<file path="src/pkg/icw_pkg.sv">
/*
  package for the identify capability words block: word numbers, avalon
  offsets, field positions, encodings and reset values.
  assumes one 100 MHz clock and an avalon-mm master with waitrequest.
*/
// Behaviour
// - at most one dma mode selected
// - bits 13..8 flag udma mode 5..0 selected
// - udma support flags are cumulative downwards
// - udma word present whenever udma supported
// - erase time: 0 unspecified, n*2 min, 255 long
// - enhanced erase time uses same encoding
// - word 91 low byte is current apm level
// - bit 8 set means maximum security level
// - expired count aborts unlock and erase commands
// - security status bits 5,3,2,1,0 report state
// - power word: valid, reserved zero, max current
// - bits 13/12: level1 commands absent / disabled
// - key word bit 0 content protection, rest zero
// - bits 2-0 maximum advanced pio mode
// - bits 5-3 maximum advanced mwdma mode
// - bits 8-6 selected advanced pio mode
// - bits 11-9 selected mwdma mode, 15-12 zero
// - pc card io cycle code in bits 2-0
// - pc card memory cycle code in bits 5-3
package icw_pkg;
  // identify word numbers served
  localparam logic [7:0] ICW_W_UDMA = 8'h58; // word 88
  localparam logic [7:0] ICW_W_ERASE = 8'h59;
  localparam logic [7:0] ICW_W_EERASE = 8'h5a;
  localparam logic [7:0] ICW_W_APM = 8'h5b;
  localparam logic [7:0] ICW_W_SEC = 8'h80; // word 128
  localparam logic [7:0] ICW_W_POWER = 8'ha0; // word 160
  localparam logic [7:0] ICW_W_KEY = 8'ha2;
  localparam logic [7:0] ICW_W_ADVIDE = 8'ha3;
  localparam logic [7:0] ICW_W_PCCARD = 8'ha4;
  // avalon word offsets
  localparam logic [3:0] ICW_A_WORDSEL = 4'h0; // identify word number (rw)
  localparam logic [3:0] ICW_A_WORDDATA = 4'h1; // selected word (ro)
  localparam logic [3:0] ICW_A_XFER = 4'h2; // transfer mode select (rw)
  localparam logic [3:0] ICW_A_SEC = 4'h3; // security control (rw)
  localparam logic [3:0] ICW_A_APM = 4'h4; // apm level (rw)
  localparam logic [3:0] ICW_A_CMD = 4'h5; // security command check (wo)
  localparam logic [3:0] ICW_A_STAT = 4'h6; // command verdict (ro)
  localparam logic [3:0] ICW_A_CAP = 4'h7; // erase times, current (rw)
  // xfer register fields
  localparam int ICW_XF_KIND_LSB = 4; // 0 none/pio, 1 udma, 2 mwdma
  localparam int ICW_XF_MODE_LSB = 0; // mode number
  localparam logic [1:0] ICW_KIND_PIO = 2'h0;
  localparam logic [1:0] ICW_KIND_UDMA = 2'h1;
  localparam logic [1:0] ICW_KIND_MWDMA = 2'h2;
  // security control bits
  localparam int ICW_SC_EN = 0;
  localparam int ICW_SC_LOCK = 1;
  localparam int ICW_SC_FROZEN = 2;
  localparam int ICW_SC_MAX = 3;
  localparam int ICW_SC_EXPIRE = 4; // write 1 sets, cleared only by reset
  // security commands checked by ICW_A_CMD
  localparam logic [1:0] ICW_CMD_UNLOCK = 2'h1;
  localparam logic [1:0] ICW_CMD_ERASE = 2'h2;
  // reset values
  localparam logic [7:0] ICW_APM_RST = 8'h80;
  localparam logic [7:0] ICW_ERASE_RST = 8'h00;
  localparam logic [11:0] ICW_CUR_RST = 12'h000;
  // advanced timing encodings
  localparam logic [2:0] ICW_ADV_OLDER = 3'h0;
  localparam logic [2:0] ICW_ADV_MODE_A = 3'h1; // pio 5 / mwdma 3
  localparam logic [2:0] ICW_ADV_MODE_B = 3'h2; // pio 6 / mwdma 4
  localparam logic [2:0] ICW_PC_80NS = 3'h3;
  // avalon request carrier
  typedef struct packed {
    logic [3:0] address;
    logic read;
    logic write;
    logic [31:0] writedata;
  } icw_av_req_type;
endpackage : icw_pkg

</file>
<file path="src/verilog/icw_identify_words.sv">
/*
  identify capability words 88..164 served over avalon-mm, with the
  transfer mode, security, apm and erase time state that feeds them.
  assumes the master holds a request until waitrequest is seen low;
  this slave answers every access one cycle after it is presented.
*/
// The register offsets and the Avalon-MM register port were chosen for this implementation.
`timescale 1ns/100ps
`default_nettype none
module icw_identify_words
  import icw_pkg::*;
#(
  parameter int UDMA_MAX = 5, // highest udma mode supported, -1 none
  parameter bit KEY_SCHEME = 1'b0,
  parameter logic [2:0] PIO_MAX_ADV = 3'h2,
  parameter logic [2:0] MW_MAX_ADV = 3'h2,
  parameter logic [2:0] PC_IO_CODE = 3'h3,
  parameter logic [2:0] PC_MEM_CODE = 3'h3,
  parameter bit LEVEL1_ABSENT = 1'b1,
  parameter bit ENH_ERASE = 1'b1
) (
  input wire logic clk,
  input wire logic rstn,
  input wire icw_av_req_type av_req,
  output logic av_waitrequest,
  output logic [31:0] av_readdata
);
  initial begin
    if (UDMA_MAX > 5 || UDMA_MAX < -1) $error("UDMA_MAX out of range");
    if (PIO_MAX_ADV > 3'h2 || MW_MAX_ADV > 3'h2) $error("reserved adv code");
    if (PC_IO_CODE > 3'h3 || PC_MEM_CODE > 3'h3) $error("reserved pc code");
  end

  logic [7:0] wordsel_ff;
  logic [1:0] kind_ff;
  logic [2:0] mode_ff;
  logic [4:0] sec_ff;
  logic [7:0] apm_ff;
  logic [7:0] erase_ff;
  logic [7:0] eerase_ff;
  logic [11:0] cur_ff;
  logic [1:0] verdict_ff;
  logic ack_ff;
  logic [31:0] rdata_ff;

  // one wait cycle per access keeps read data registered
  wire logic req = av_req.read | av_req.write;
  wire logic take = req & ~ack_ff;
  wire logic do_wr = take & av_req.write;
  assign av_waitrequest = req & ~ack_ff;
  assign av_readdata = rdata_ff;

  // cumulative support mask, bits 0 up to the given top mode set
  function automatic logic [5:0] icw_thermo(input int top);
    logic [5:0] m;
    m = 6'h00;
    for (int i = 0; i < 6; i++) begin
      if (i <= top) m[i] = 1'b1;
    end
    return m;
  endfunction : icw_thermo

  // reject a mode the card cannot serve so one dma select stays valid
  wire logic [1:0] wr_kind = av_req.writedata[ICW_XF_KIND_LSB +: 2];
  wire logic [2:0] wr_mode = av_req.writedata[ICW_XF_MODE_LSB +: 3];
  wire logic wr_mode_ok = (wr_kind == ICW_KIND_PIO) ||
    (wr_kind == ICW_KIND_UDMA && int'(wr_mode) <= UDMA_MAX) ||
    (wr_kind == ICW_KIND_MWDMA && wr_mode <= 3'h4);

  // word 88
  wire logic [5:0] udma_sup = icw_thermo(UDMA_MAX);
  wire logic [5:0] udma_sel = (kind_ff == ICW_KIND_UDMA) ?
    6'(6'h01 << mode_ff) : 6'h00;
  wire logic [15:0] w_udma = {2'b00, udma_sel, 2'b00, udma_sup};

  // word 128
  wire logic sec_en = sec_ff[ICW_SC_EN];
  wire logic [15:0] w_sec = {7'h00, sec_en & sec_ff[ICW_SC_MAX], 2'b00,
    ENH_ERASE, sec_ff[ICW_SC_EXPIRE], sec_ff[ICW_SC_FROZEN],
    sec_ff[ICW_SC_LOCK], sec_en, 1'b1};

  // word 160: level1 commands disabled whenever absent
  wire logic [15:0] w_pow = {1'b1, 1'b0, LEVEL1_ABSENT, LEVEL1_ABSENT,
    cur_ff};

  // word 163: selected advanced modes follow the transfer select
  wire logic [2:0] pio_sel = (kind_ff == ICW_KIND_PIO && mode_ff == 3'h5) ?
    ICW_ADV_MODE_A : (kind_ff == ICW_KIND_PIO && mode_ff == 3'h6) ?
    ICW_ADV_MODE_B : ICW_ADV_OLDER;
  wire logic [2:0] mw_sel = (kind_ff == ICW_KIND_MWDMA && mode_ff == 3'h3) ?
    ICW_ADV_MODE_A : (kind_ff == ICW_KIND_MWDMA && mode_ff == 3'h4) ?
    ICW_ADV_MODE_B : ICW_ADV_OLDER;
  wire logic [15:0] w_adv = {4'h0, mw_sel, pio_sel, MW_MAX_ADV,
    PIO_MAX_ADV};

  wire logic [15:0] w_pc = {10'h000, PC_MEM_CODE, PC_IO_CODE};

  // identify word mux; unserved words read zero
  wire logic [15:0] word_mux =
    (wordsel_ff == ICW_W_UDMA) ? w_udma :
    (wordsel_ff == ICW_W_ERASE) ? {8'h00, erase_ff} :
    (wordsel_ff == ICW_W_EERASE) ? {8'h00, eerase_ff} :
    (wordsel_ff == ICW_W_APM) ? {8'h00, apm_ff} :
    (wordsel_ff == ICW_W_SEC) ? w_sec :
    (wordsel_ff == ICW_W_POWER) ? w_pow :
    (wordsel_ff == ICW_W_KEY) ? {15'h0, KEY_SCHEME} :
    (wordsel_ff == ICW_W_ADVIDE) ? w_adv :
    (wordsel_ff == ICW_W_PCCARD) ? w_pc : 16'h0000;

  // security command verdict: bit0 accepted, bit1 aborted
  wire logic [1:0] cmd = av_req.writedata[1:0];
  wire logic cmd_guarded = (cmd == ICW_CMD_UNLOCK) || (cmd == ICW_CMD_ERASE);
  wire logic cmd_abort = cmd_guarded & sec_ff[ICW_SC_EXPIRE];

  wire logic [31:0] nxt_rdata =
    (av_req.address == ICW_A_WORDSEL) ? {24'h000000, wordsel_ff} :
    (av_req.address == ICW_A_WORDDATA) ? {16'h0000, word_mux} :
    (av_req.address == ICW_A_XFER) ? {26'h0, kind_ff, 1'b0, mode_ff} :
    (av_req.address == ICW_A_SEC) ? {27'h0, sec_ff} :
    (av_req.address == ICW_A_APM) ? {24'h000000, apm_ff} :
    (av_req.address == ICW_A_STAT) ? {30'h0, verdict_ff} :
    (av_req.address == ICW_A_CAP) ? {4'h0, cur_ff, eerase_ff, erase_ff} :
    32'h00000000;

  // bus handshake and read data
  always_ff @(posedge clk or negedge rstn) begin
    if (!rstn) begin
      ack_ff <= 1'b0;
      rdata_ff <= 32'h00000000;
    end else begin
      ack_ff <= take;
      if (take && av_req.read) rdata_ff <= nxt_rdata;
    end
  end

  // write strobes, one per writable register offset
  wire logic wr_wordsel = do_wr && (av_req.address == ICW_A_WORDSEL);
  wire logic wr_xfer = do_wr && (av_req.address == ICW_A_XFER) && wr_mode_ok;
  wire logic wr_apm = do_wr && (av_req.address == ICW_A_APM);
  wire logic wr_cap = do_wr && (av_req.address == ICW_A_CAP);
  wire logic wr_sec = do_wr && (av_req.address == ICW_A_SEC);
  wire logic wr_cmd = do_wr && (av_req.address == ICW_A_CMD);

  // next values; a refused mode write leaves the old selection standing
  wire logic [7:0] nxt_wordsel = wr_wordsel ? av_req.writedata[7:0] : wordsel_ff;
  wire logic [1:0] nxt_kind = wr_xfer ? wr_kind : kind_ff;
  wire logic [2:0] nxt_mode = wr_xfer ? wr_mode : mode_ff;
  wire logic [7:0] nxt_apm = wr_apm ? av_req.writedata[7:0] : apm_ff;
  wire logic [7:0] nxt_erase = wr_cap ? av_req.writedata[7:0] : erase_ff;
  wire logic [7:0] nxt_eerase = wr_cap ? av_req.writedata[15:8] : eerase_ff;
  wire logic [11:0] nxt_cur = wr_cap ? av_req.writedata[27:16] : cur_ff;

  // expire only sets: a clearing write must not reopen unlock attempts
  wire logic nxt_expire = sec_ff[ICW_SC_EXPIRE] |
    (wr_sec & av_req.writedata[ICW_SC_EXPIRE]);
  wire logic [3:0] nxt_sec_lo = wr_sec ? av_req.writedata[3:0] : sec_ff[3:0];
  wire logic [1:0] nxt_verdict = wr_cmd ? {cmd_abort, ~cmd_abort} : verdict_ff;

  // identify word pointer
  always_ff @(posedge clk or negedge rstn) begin
    if (!rstn) begin
      wordsel_ff <= 8'h00;
    end else begin
      wordsel_ff <= nxt_wordsel;
    end
  end

  // transfer mode selection
  always_ff @(posedge clk or negedge rstn) begin
    if (!rstn) begin
      kind_ff <= ICW_KIND_PIO;
      mode_ff <= 3'h0;
    end else begin
      kind_ff <= nxt_kind;
      mode_ff <= nxt_mode;
    end
  end

  // power management level
  always_ff @(posedge clk or negedge rstn) begin
    if (!rstn) begin
      apm_ff <= ICW_APM_RST;
    end else begin
      apm_ff <= nxt_apm;
    end
  end

  // erase times and maximum current
  always_ff @(posedge clk or negedge rstn) begin
    if (!rstn) begin
      erase_ff <= ICW_ERASE_RST;
      eerase_ff <= ICW_ERASE_RST;
      cur_ff <= ICW_CUR_RST;
    end else begin
      erase_ff <= nxt_erase;
      eerase_ff <= nxt_eerase;
      cur_ff <= nxt_cur;
    end
  end

  // security state; only reset clears expire
  always_ff @(posedge clk or negedge rstn) begin
    if (!rstn) begin
      sec_ff <= 5'h00;
    end else begin
      sec_ff <= {nxt_expire, nxt_sec_lo};
    end
  end

  // verdict of the last checked security command
  always_ff @(posedge clk or negedge rstn) begin
    if (!rstn) begin
      verdict_ff <= 2'b00;
    end else begin
      verdict_ff <= nxt_verdict;
    end
  end

  // udma selection one-hot and never alongside mwdma
  a_dma_one_sel: assert property (@(posedge clk) disable iff (!rstn)
    $onehot0(udma_sel) && !(udma_sel != 6'h00 && mw_sel != ICW_ADV_OLDER))
    else $error("two dma modes selected");

  // selected udma mode lands on its own bit
  a_udma_sel_bit: assert property (@(posedge clk) disable iff (!rstn)
    (kind_ff == ICW_KIND_UDMA) |-> udma_sel[mode_ff])
    else $error("udma select bit wrong");

  // support flags fill from bit 0 upwards
  a_udma_cumul: assert property (@(posedge clk) disable iff (!rstn)
    ((udma_sup + 6'h01) & udma_sup) == 6'h00)
    else $error("udma support not cumulative");

  // word 88 carries mode 0 support whenever any udma mode exists
  a_udma_present: assert property (@(posedge clk) disable iff (!rstn)
    (UDMA_MAX >= 0) |-> w_udma[0])
    else $error("udma word missing");

  // erase time word passes the stored code unchanged
  a_erase_word: assert property (@(posedge clk) disable iff (!rstn)
    (wordsel_ff == ICW_W_ERASE) |-> word_mux == {8'h00, erase_ff})
    else $error("erase time word wrong");

  // enhanced erase time uses the same code
  a_eerase_word: assert property (@(posedge clk) disable iff (!rstn)
    (wordsel_ff == ICW_W_EERASE) |-> word_mux == {8'h00, eerase_ff})
    else $error("enhanced erase time word wrong");

  // apm word shows the current level, upper byte zero
  a_apm_word: assert property (@(posedge clk) disable iff (!rstn)
    (wordsel_ff == ICW_W_APM) |-> word_mux == {8'h00, apm_ff})
    else $error("apm word wrong");

  // apm register follows every write
  a_apm_track: assert property (@(posedge clk) disable iff (!rstn)
    wr_apm |=> apm_ff == $past(av_req.writedata[7:0]))
    else $error("apm level stale");

  // maximum level only with security enabled
  a_max_level: assert property (@(posedge clk) disable iff (!rstn)
    w_sec[8] |-> w_sec[1])
    else $error("max level without enable");

  // expire stays up for at least eight cycles
  a_expire_sticky: assert property (@(posedge clk) disable iff (!rstn)
    $rose(sec_ff[ICW_SC_EXPIRE]) |-> sec_ff[ICW_SC_EXPIRE] [*8])
    else $error("expire cleared");

  // guarded commands abort once expired
  a_expire_abort: assert property (@(posedge clk) disable iff (!rstn)
    (do_wr && av_req.address == ICW_A_CMD && cmd_guarded &&
    sec_ff[ICW_SC_EXPIRE]) |=> verdict_ff == 2'b10)
    else $error("command not aborted");

  // anything not aborted is reported accepted
  a_verdict_ok: assert property (@(posedge clk) disable iff (!rstn)
    (wr_cmd && !cmd_abort) |=> verdict_ff == 2'b01)
    else $error("command wrongly aborted");

  // expire bit of the status word mirrors the sticky flag
  a_expire_bit: assert property (@(posedge clk) disable iff (!rstn)
    w_sec[4] == sec_ff[ICW_SC_EXPIRE])
    else $error("expire bit wrong");

  // status bits sit where the host looks for them
  a_sec_bits: assert property (@(posedge clk) disable iff (!rstn)
    w_sec[0] && w_sec[1] == sec_ff[ICW_SC_EN] && w_sec[2] == sec_ff[ICW_SC_LOCK] &&
    w_sec[3] == sec_ff[ICW_SC_FROZEN] && w_sec[5] == ENH_ERASE)
    else $error("security status bits wrong");

  // power word valid with the stored current
  a_power_word: assert property (@(posedge clk) disable iff (!rstn)
    w_pow[15] && w_pow[11:0] == cur_ff)
    else $error("power word wrong");

  // absent level 1 commands also read disabled
  a_level1_dis: assert property (@(posedge clk) disable iff (!rstn)
    w_pow[13] == LEVEL1_ABSENT && (!w_pow[13] || w_pow[12]))
    else $error("level 1 command bits wrong");

  // capability writes land in all three fields
  a_cap_track: assert property (@(posedge clk) disable iff (!rstn)
    wr_cap |=> {cur_ff, eerase_ff, erase_ff} == $past(av_req.writedata[27:0]))
    else $error("capability write lost");

  // key word: scheme flag only
  a_key_word: assert property (@(posedge clk) disable iff (!rstn)
    (wordsel_ff == ICW_W_KEY) |-> word_mux == {15'h0, KEY_SCHEME})
    else $error("key word wrong");

  // advanced maxima come straight from the build
  a_adv_max: assert property (@(posedge clk) disable iff (!rstn)
    w_adv[2:0] == PIO_MAX_ADV && w_adv[5:3] == MW_MAX_ADV)
    else $error("advanced maximum wrong");

  // pio mode 6 selected reads code 2
  a_pio_sel: assert property (@(posedge clk) disable iff (!rstn)
    (kind_ff == ICW_KIND_PIO && mode_ff == 3'h6) |-> w_adv[8:6] == ICW_ADV_MODE_B)
    else $error("pio selection wrong");

  // no mwdma selection unless mwdma is the kind
  a_mw_sel: assert property (@(posedge clk) disable iff (!rstn)
    (kind_ff != ICW_KIND_MWDMA) |-> w_adv[11:9] == ICW_ADV_OLDER)
    else $error("mwdma selection wrong");

  // pc card cycle codes from the build
  a_pc_codes: assert property (@(posedge clk) disable iff (!rstn)
    w_pc[2:0] == PC_IO_CODE && w_pc[5:3] == PC_MEM_CODE)
    else $error("pc card codes wrong");

  // reserved bits of the power, advanced timing and pc card words stay low
  a_reserved_zero: assert property (@(posedge clk) disable iff (!rstn)
    w_pow[14] == 1'b0 && w_adv[15:12] == 4'h0 && w_pc[15:6] == 10'h000)
    else $error("reserved bit set");

  // accepted mode writes show up next cycle
  a_xfer_track: assert property (@(posedge clk) disable iff (!rstn)
    wr_xfer |=> kind_ff == $past(wr_kind) && mode_ff == $past(wr_mode))
    else $error("mode selection stale");

  // refused mode writes keep one valid selection
  a_xfer_refuse: assert property (@(posedge clk) disable iff (!rstn)
    (do_wr && av_req.address == ICW_A_XFER && !wr_mode_ok) |=>
    $stable(kind_ff) && $stable(mode_ff))
    else $error("refused mode taken");

  // words outside the served range read zero
  a_unserved_zero: assert property (@(posedge clk) disable iff (!rstn)
    (wordsel_ff < ICW_W_UDMA || wordsel_ff > ICW_W_PCCARD) |-> word_mux == 16'h0000)
    else $error("unserved word not zero");

  // exactly one wait cycle per access
  a_bus_answer: assert property (@(posedge clk) disable iff (!rstn)
    (req && av_waitrequest) |=> !av_waitrequest)
    else $error("no answer in one cycle");

  // idle bus never stalls
  a_idle_nowait: assert property (@(posedge clk) disable iff (!rstn)
    !req |-> !av_waitrequest)
    else $error("waitrequest while idle");

  // read data stands until the next read is taken
  a_rdata_hold: assert property (@(posedge clk) disable iff (!rstn)
    !(take && av_req.read) |=> $stable(av_readdata))
    else $error("read data moved");

  // main scenarios reached
  c_udma_pick: cover property (@(posedge clk) disable iff (!rstn)
    kind_ff == ICW_KIND_UDMA && mode_ff == 3'h5);
  c_mw_pick: cover property (@(posedge clk) disable iff (!rstn)
    mw_sel == ICW_ADV_MODE_B);
  c_pio_six: cover property (@(posedge clk) disable iff (!rstn)
    pio_sel == ICW_ADV_MODE_B);
  c_expire_set: cover property (@(posedge clk) disable iff (!rstn)
    $rose(sec_ff[ICW_SC_EXPIRE]));
  c_abort: cover property (@(posedge clk) disable iff (!rstn)
    verdict_ff == 2'b10);
endmodule : icw_identify_words
`default_nettype wire

</file>
<file path="config.mk">
export PLATFORM = sky130hd
export DESIGN_NAME = icw_identify_words
export DESIGN_NICKNAME = d
export VERILOG_FILES = /design/src/pkg/icw_pkg.sv /design/src/verilog/icw_identify_words.sv
export SDC_FILE = /design/constraint.sdc
export NUM_CORES = 1
export LEC_CHECK = 0
export BUFFER_PORTS_ARGS = -buffer_cell sky130_fd_sc_hd__buf_2
export CAP_MARGIN = 20
export CORE_MARGIN = 3
export CORE_UTILIZATION = 35
export DETAILED_ROUTE_END_ITERATION = 8
export REMOVE_ABC_BUFFERS = 1
export SETUP_SLACK_MARGIN = 0.15
export SLEW_MARGIN = 5
export SYNTH_ARGS = -nofsm -noshare
export SYNTH_HDL_FRONTEND = slang
export SYNTH_SLANG_ARGS = --single-unit
</file>
<file path="constraint.sdc">
create_clock -name clk -period 3.9 [get_ports clk]
set_clock_uncertainty 0.05 [all_clocks]
set_input_delay 0.195 -clock clk [delete_from_list [all_inputs] [get_ports clk]]
set_output_delay 0.195 -clock clk [all_outputs]
set_load 0.05 [all_outputs]
</file>
Word level (Yosys, flattened, before mapping):

Index checks and enable logic that the tools add are counted.

* register bits: 89
* output and inout bits: 33
* word-level logic and storage cells: 91

* order comparisons: 2
* equal/unequal tests: 26
* shift-type cells: 1
* muxes and demuxes: 21
* bitwise operators: 9
* reductions and logical operators: 20

Operator list (count)
* two-way mux 28 bit: 7
* two-way mux 16 bit: 6
* == test 8 bit, second input constant: 5
* == test 8 x 7 -> 1 bit, second input constant: 4
* two-way mux 11 bit: 2
* == test 4 x 3 -> 1 bit, second input constant: 4
* logical AND 1 bit: 14
* == test 3 bit, second input constant: 3
* == test 4 x 2 -> 1 bit, second input constant: 2
* two-way mux 2 bit: 4
* == test 2 x 1 -> 1 bit, second input constant: 3
* == test 2 bit, second input constant: 3
* <= comparator 3 bit, second input constant: 2
* two-way mux 6 bit: 1
* left shift 1 x 3 -> 6 bit, first input constant: 1
* AND 1 bit: 5
* two-way mux 5 bit: 1
* == test 4 x 1 -> 1 bit, second input constant: 1
* zero test 2 bit: 2
* zero test 4 bit: 1
* == test 3 x 2 -> 1 bit, second input constant: 1
* logical OR 1 bit: 3
* inverter 1 bit: 2
* OR 1 bit: 2

Logic depth before layout (Yosys ltp):

Gate-level depths: netlist of the first run.

* word-level depth: 14
* mapped depth: 7

Worst setup path after synthesis of the first run:

No wires, ideal clock.

* kind: reg-to-reg
* from: register wordsel_ff[7]
* to: register rdata_ff[1] (netlist: av_readdata[1])
* library setup time: 126 ps
* arrival time: 1480 ps
* data required time: 3724 ps
* setup slack: 2243 ps
* stages on the path, launching flop included: 7
* path buffers: 1
* clock period less this slack: 1657 ps
* path through: dfrtp_1 -> and4bb_4 -> and2_1 -> buf_2 -> and3_1 -> nor4_1 -> a221o_1

* cells in the longest elaborated chain, start to end: 12
* elaborated cells on any way between the ends: 20
* those cells by class: eq/ne: 9; mux: 11

RTL lines
* from (decl): line icw_identify_words.sv:34 `logic [7:0] wordsel_ff;`
* from (signal assigned): line icw_identify_words.sv:164 `wordsel_ff <= nxt_wordsel;`
* == test 8 bit: line icw_identify_words.sv:108 `(wordsel_ff == ICW_W_PCCARD) ? w_pc : 16'h0000;`
* two-way mux 5 bit: line icw_identify_words.sv:108
* two-way mux 11 bit: line icw_identify_words.sv:107 `(wordsel_ff == ICW_W_ADVIDE) ? w_adv :`
* two-way mux 11 bit: line icw_identify_words.sv:106 `(wordsel_ff == ICW_W_KEY) ? {15'h0, KEY_SCHEME} :`
* two-way mux 16 bit: line icw_identify_words.sv:105 `(wordsel_ff == ICW_W_POWER) ? w_pow :`
* two-way mux 16 bit: line icw_identify_words.sv:104 `(wordsel_ff == ICW_W_SEC) ? w_sec :`
* two-way mux 16 bit: line icw_identify_words.sv:103 `(wordsel_ff == ICW_W_APM) ? {8'h00, apm_ff} :`
* two-way mux 16 bit: line icw_identify_words.sv:102 `(wordsel_ff == ICW_W_EERASE) ? {8'h00, eerase_ff} :`
* two-way mux 16 bit: line icw_identify_words.sv:101 `(wordsel_ff == ICW_W_ERASE) ? {8'h00, erase_ff} :`
* two-way mux 16 bit *: line icw_identify_words.sv:100 `(wordsel_ff == ICW_W_UDMA) ? w_udma :`
* two-way mux 28 bit *: line icw_identify_words.sv:117 `(av_req.address == ICW_A_WORDDATA) ? {16'h0000, word_mux} :`
* two-way mux 28 bit *: line icw_identify_words.sv:116 `(av_req.address == ICW_A_WORDSEL) ? {24'h000000, wordsel_ff} :`
* to (signal assigned): line icw_identify_words.sv:132 `if (take && av_req.read) rdata_ff <= nxt_rdata;`
* to (decl): line icw_identify_words.sv:44 `logic [31:0] rdata_ff;`

Every way passes the cells marked *; elsewhere a longest branch is shown, timed or not.
A chain may end at the register's enable or synchronous reset.

Worst setup path in the final report of the first run:

* from: input port av_req[34] (netlist bit)
* to: register cur_ff[9]

* cells in the longest elaborated chain, start to end: 2

RTL lines
* from (decl): line icw_identify_words.sv:24 `input wire icw_av_req_type av_req,`
* == test 4 x 3 -> 1 bit: line icw_identify_words.sv:140 `wire logic wr_cap = do_wr && (av_req.address == ICW_A_CAP);`
* logical AND 1 bit: line icw_identify_words.sv:140
* to (signal assigned): line icw_identify_words.sv:197 `cur_ff <= nxt_cur;`
* to (decl): line icw_identify_words.sv:41 `logic [11:0] cur_ff;`

Every way passes these cells.

==> impl_metrics.toml, run 1 <==
[logic_synthesis]
yosysUniqueCellTypes = 64
synthTopCellsByArea = "dfrtp_1 46%, mux2_2 11%, nand2_1 5.3%"
synth.top_cell.area_share_pct = 46.2
ys_seq_elements = 85
synth_top_area_cell = "dfrtp_1"
netlist_area_sq_mm = 0.00455
synth_edf_count = 0
ys.flop_type = "dfrtp_1"
synth.most_common_cell = "dfrtp_1"
syn_inst = 461
yosysWarningCount = 0
synth_common_cells = "84 x dfrtp_1, 64 x nand2_1, 45 x mux2_2"
async_reset_ff_share_pct = 100
syn_avg_cell_area_sq_um = 9.87
ys_seq_area_share_pct = 46.8

[sta]
fin_tns_setup_ns = 0
finalWorstSetupSlack_ns = 1.52
hold_violations = 0
period_share_pct = 61.1
drv_slew = 0
rsz0062_at_grt = "false"
slew_headroom_pct = 41.2
timing.fmax_mhz = 420
fin_crit_ns = 2.38
finalSetupViolCount = 0
tightest_slew_ns = 0.881

[cells_and_area]
nNetsFinal = 551
area_growth_pct = 15.3
final_layout_size_suffix_gt1_share_pct = 26.7
final_area_sq_mm = 0.00525
diodes = 0

[drt]
dr.pass1.iters = 5
via_count = 3784
routedWlPerCell_um = 19.1
antenna_left = 0
drc = 0
drt_first_iter_violations = 348
drt_wl_total_um = 13100
viasPerCell = 5.52

[power]
peakVddDrop_mv = 0.308
power_density_mw_per_mm2 = 515
p_leak_uw = 0.00241

[place]
placed_area_sq_mm = 0.00494
port_buffers = 64
pre_cts_slack_ns = 1.17
hpwl_um = 9580
gp_congestion = 0.928

[hold_path]
timing.hold.worst_path_depth = 2
hp-class = "input port to register"

[setup_path]
crit_fanout = 21
crit_buf_inv = 3
critical_path_arrival_ns = 2.55
critPathSlowestCell = "and2b_1"
rr_worst_depth = 5
endpoint_kind = "register"
timing.critical_path.mode_cell = "buf_4"
worstSetupPathDepth = 7
cpLargestDelayFamily = "simple AND/OR/NAND/NOR gates"
critical_path_class = "input port to register"
cp.required_ns = 4.07
critPathMaxStageDelay_ns = 0.68
crit_chain = "buf_2, and2_4, and3_1, buf_4, and2b_1, buf_4, mux2_2"
critPathLaunchType = "input port"

[status]
status = "complete, no violations"

[die]
coreArea_sq_mm = 0.0127
die_area_sq_mm = 0.0144
die_h_um = 120
initial_core_util_pct = 35.9
dieWidth_um = 120
rows = 41
num_io_pins = 73

[clocking]
cts-resized-gates = 0
clk_latency_ns = 0.34
cts_buffers = 9
cts_tree = "done"
clkSlewWorstSetupHoldPaths_ns = 0.06
htree_levels = 3
postCtsSetupRepairBufs = 0
holdBufCountCts = 1
cts.root.buffer_cell = "clkbuf_16"
clkSinkCount = 85
cts_buffer_depth = 2

[run]
drv_cap = 0

[grt]
grt_usage_pct = 18.9
grt_pass1_vias = 3728
grt_pass1_wl_um = 21200
antenna_found_initial = 0
grt_max_degree = 47
grt_overflow_total = 0
==> layout make-up <==
type                    count  area [sq um]
well taps                 172           215
fillers                  1319          7420
clock inverters             1          30.0
inverters                  13          48.8
multi-input cells         329          2180
flip-flops and latches     85          2130
clock buffers              14           264
repair buffers             71           378
==> cell families after synthesis <==
kind of cell	after synthesis	synth area share [%]
adders and majority gates	2	0.550
other	1	0.0824
AOI/OAI and AO/OA	108	15.4
buffers and inverters	50	5.47
muxes	51	12.5
and+or+nand+nor	164	19.2
DFF	85	46.8
==> registers in the layout, indices dropped and copies added (netlist names) <==
signal / flops
sec_ff: 5
apm_ff: 8
wordsel_ff: 8
av_readdata: 28
erase_ff: 8
cur_ff: 12
mode_ff: 3
kind_ff: 2
eerase_ff: 8
verdict_ff: 2
ack_ff: 1
==> stage by stage <==
stage               std cells  hold slack, ns  total power (uW)  util, %
floorplan                 427          -0.151              1620        -
global placement          669           0.175              1840     39.0
detailed placement        669           0.180              1860     39.0
CTS                       685          0.0293              2720     41.4
global route              685          0.0448              2850     41.4
finish                    685          0.0344              2700     41.4
==> layer usage <==
layer  global-route usage (%)  vias to the layer above  wire length, um
li1                         -                     1757                -
met4                     5.01                        0              204
met1                     26.3                     1879             5940
met3                     3.82                       18              813
met5                        0                        -                0
met2                     30.1                      130             6110
==> power by group <==
part	internal (uW)	switching, uW	total, uW
clock	528	320	849
sequential	1040	229	1270
combinational	244	339	582
==> final timing paths <==
path                                 startpoint              end  slack, ns
worst min register to register  av_readdata[20]  av_readdata[20]       0.41
min in group asynchronous                  rstn      erase_ff[5]       0.35
max in group asynchronous                  rstn  av_readdata[27]       2.51
worst min-delay path                 av_req[24]        cur_ff[8]       0.03
worst max-delay path                 av_req[34]        cur_ff[9]       1.52
worst max register to register    wordsel_ff[5]   av_readdata[1]       1.61
==> layout by cell type (no fill, tap or decap), types with 2 or more instances in the layout <==
cell type,instances
buf_2,63
mux2_2,45
a21oi_1,28
o31ai_1,7
conb_1,4
o21ai_0,26
nor3_1,7
a32oi_1,5
nand3_1,22
inv_1,13
a22o_1,3
and3_1,6
nor2b_1,4
dfrtp_1,84
buf_4,7
mux2_1,2
clkbuf_1,3
and2_1,3
a221o_1,2
or4_1,2
a211oi_1,7
nor4_1,4
o211ai_1,5
a221oi_1,3
clkbuf_8,2
nand2_1,64
and2b_1,4
mux2i_1,4
a21o_1,2
a22oi_1,3
nor3b_1,2
ha_1,2
nand2b_1,10
nor2_1,21
clkbuf_16,9
o22ai_1,5
Power figures use the tool's default switching activity.
==> run 2, diff against run 1 <==
==> constraint.sdc (replaced) <==
create_clock -name clk -period 2.2 [get_ports clk]
set_clock_uncertainty 0.05 [all_clocks]
set_input_delay 0.11 -clock clk [delete_from_list [all_inputs] [get_ports clk]]
set_output_delay 0.11 -clock clk [all_outputs]
set_load 0.05 [all_outputs]
==> run 2 against run 1 <==
Critical path depth decreased by 1. Register-to-register slack got worse by 1.3 ns. First-iteration DRC count decreased by 28%. Worst setup slack got worse by 1.2 ns. Global-route usage increased by 0.26 points. Via count increased by 3.0%. Sequential power increased by 74%. Sequential share of layout area decreased by 2.6 points. Clock power increased by 73%. Count of clock-buffer cells in the layout decreased by 1. Routed wire length increased by 3.0%. Power increased by 80%. Highest routed layer unchanged.
==> impl_metrics.toml, run 2 (synthesized netlist as in run 1, its figures left out) <==
[clocking]
postCtsSetupRepairBufs = 0
clkSinkCount = 85
cts.root.buffer_cell = "clkbuf_16"
cts_tree = "done"
htree_levels = 3
cts_buffers = 9
clkSlewWorstSetupHoldPaths_ns = 0.07
clk_latency_ns = 0.35
cts_buffer_depth = 2

[die]
die_area_sq_mm = 0.0144
die_h_um = 120
num_io_pins = 73
rows = 41
dieWidth_um = 120
initial_core_util_pct = 35.9
coreArea_sq_mm = 0.0127

[place]
hpwl_um = 9830
gp_congestion = 0.938
pre_cts_slack_ns = 0.271
port_buffers = 64

[setup_path]
critical_path_class = "register to register"
rr_worst_depth = 6
reg2reg_slack_ns = 0.30
crit_chain = "buf_4, nor2_8, nand4_4, or4b_1, nand3_1, a22o_1"
critPathMaxStageDelay_ns = 0.55
critPathSlowestCell = "dfrtp_1"
critical_path_arrival_ns = 2.13
critPathLaunchType = "register"
reg2reg_to = "av_readdata[10]"
cp.required_ns = 2.44
crit_fanout = 13
endpoint_kind = "register"
reg2reg_from = "wordsel_ff[1]"

[sta]
finalWorstSetupSlack_ns = 0.303
whs_ns = 0.000416
drv_slew = 0
fin_tns_setup_ns = 0
period_share_pct = 86.2
rsz0062_at_grt = "true"
tightest_slew_ns = 0.556
timing.fmax_mhz = 527
fin_crit_ns = 1.90
hold_violations = 0
finalSetupViolCount = 0
slew_headroom_pct = 62.9

[grt]
grt_pass1_wl_um = 21000
antenna_found_initial = 0
grt_usage_pct = 19.1
grt_pass1_vias = 3745
grt_overflow_total = 0
grt_max_degree = 48

[drt]
via_count = 3899
antenna_left = 0
drt_first_iter_violations = 252
drc = 0
routedWlPerCell_um = 18.6
drt_wl_total_um = 13500
viasPerCell = 5.39
dr.pass1.iters = 5

[cells_and_area]
final_cell_mix = "83 x dfrtp_1, 64 x nand2_1, 63 x buf_2"
diodes = 0
largest_reg_flops = 28
area_growth_pct = 23.4
final_layout_size_suffix_gt1_share_pct = 27.7
final_common_cell = "dfrtp_1"
nNetsFinal = 589

[power]
total_power_uw = 4860
power_density_mw_per_mm2 = 865
p_leak_uw = 0.00259
peakVddDrop_mv = 0.487

[run]
drv_cap = 0

[hold_path]
hold_end = "ack_ff"
timing.hold.worst_path_depth = 3
worst_hold_startpoint = "av_req[33]"
hp-class = "input port to register"

[status]
status = "complete, no violations"
## run 2: changes by cell type in the layout (fill, tap and decap cells not counted), sizes merged
cell | previous run | this run
buf | 70 | 82
clkbuf | 14 | 13
clkinv | 0 | 3
dlygate4sd3 | 1 | 27
bufinv | 1 | 0
## run 2: critical path, delay by kind of cell, from the launching register on
family / cells / cell delay, ns
AO/OA/AOI/OAI: 1 / 0.12
buffers and inverters: 1 / 0.25
AND/OR/NAND/NOR: 4 / 0.87
flip-flops: 1 / 0.55
## run 2: layout make-up
| type | count | area (sq um) |
|---|---|---|
| flip-flops and latches | 85 | 2130 |
| multi-input cells | 329 | 2190 |
| clock buffers | 13 | 270 |
| inverters | 13 | 48.8 |
| well taps | 172 | 215 |
| fillers | 1264 | 7060 |
| repair buffers | 109 | 741 |
| clock inverters | 3 | 18.8 |
## run 2: per-layer routing
layer	share of wire (%)	global-route usage, %	vias to the layer above
li1	-	-	1822
met4	1.5	6.01	0
met2	47	29.8	147
met5	0	0	-
met3	7.0	4.95	16
met1	45	26.2	1914
## run 2: through the flow
stage	area, sq um	utilization [%]	std cells
after CTS	5610	44.2	724
after global placement	5050	39.8	681
after detailed placement	5050	39.8	681
final	5610	44.3	724
after global routing	5610	44.3	724
after floorplan	4360	-	427
## run 2: how the worst max path moves through the flow
stage / end / start / slack (ns) / cells past startpoint
4_1_cts: av_readdata[1] / wordsel_ff[0] / 0.26 / 5
6_report: av_readdata[10] / wordsel_ff[1] / 0.30 / 6
5_1_grt: av_readdata[9] / wordsel_ff[1] / 0.13 / 6
3_3_place_gp: av_readdata[5] / wordsel_ff[0] / 0.29 / 5
2_1_floorplan: cur_ff[0] / av_req[34] / 0.09 / 4
3_5_place_dp: av_readdata[1] / wordsel_ff[0] / 0.27 / 5
## run 2: where the power goes
group	total, uW	switching [uW]	leakage, uW	internal (uW)
logic	1170	673	0.00135	501
clock network	1470	618	0.000146	856
registers	2210	360	0.00110	1850
## run 2: what timing repair did
item,CTS,global route
gates resized for setup,0,2
hold buffers,27,0
endpoints found under the setup margin,0,3
hold endpoints to repair,69,0
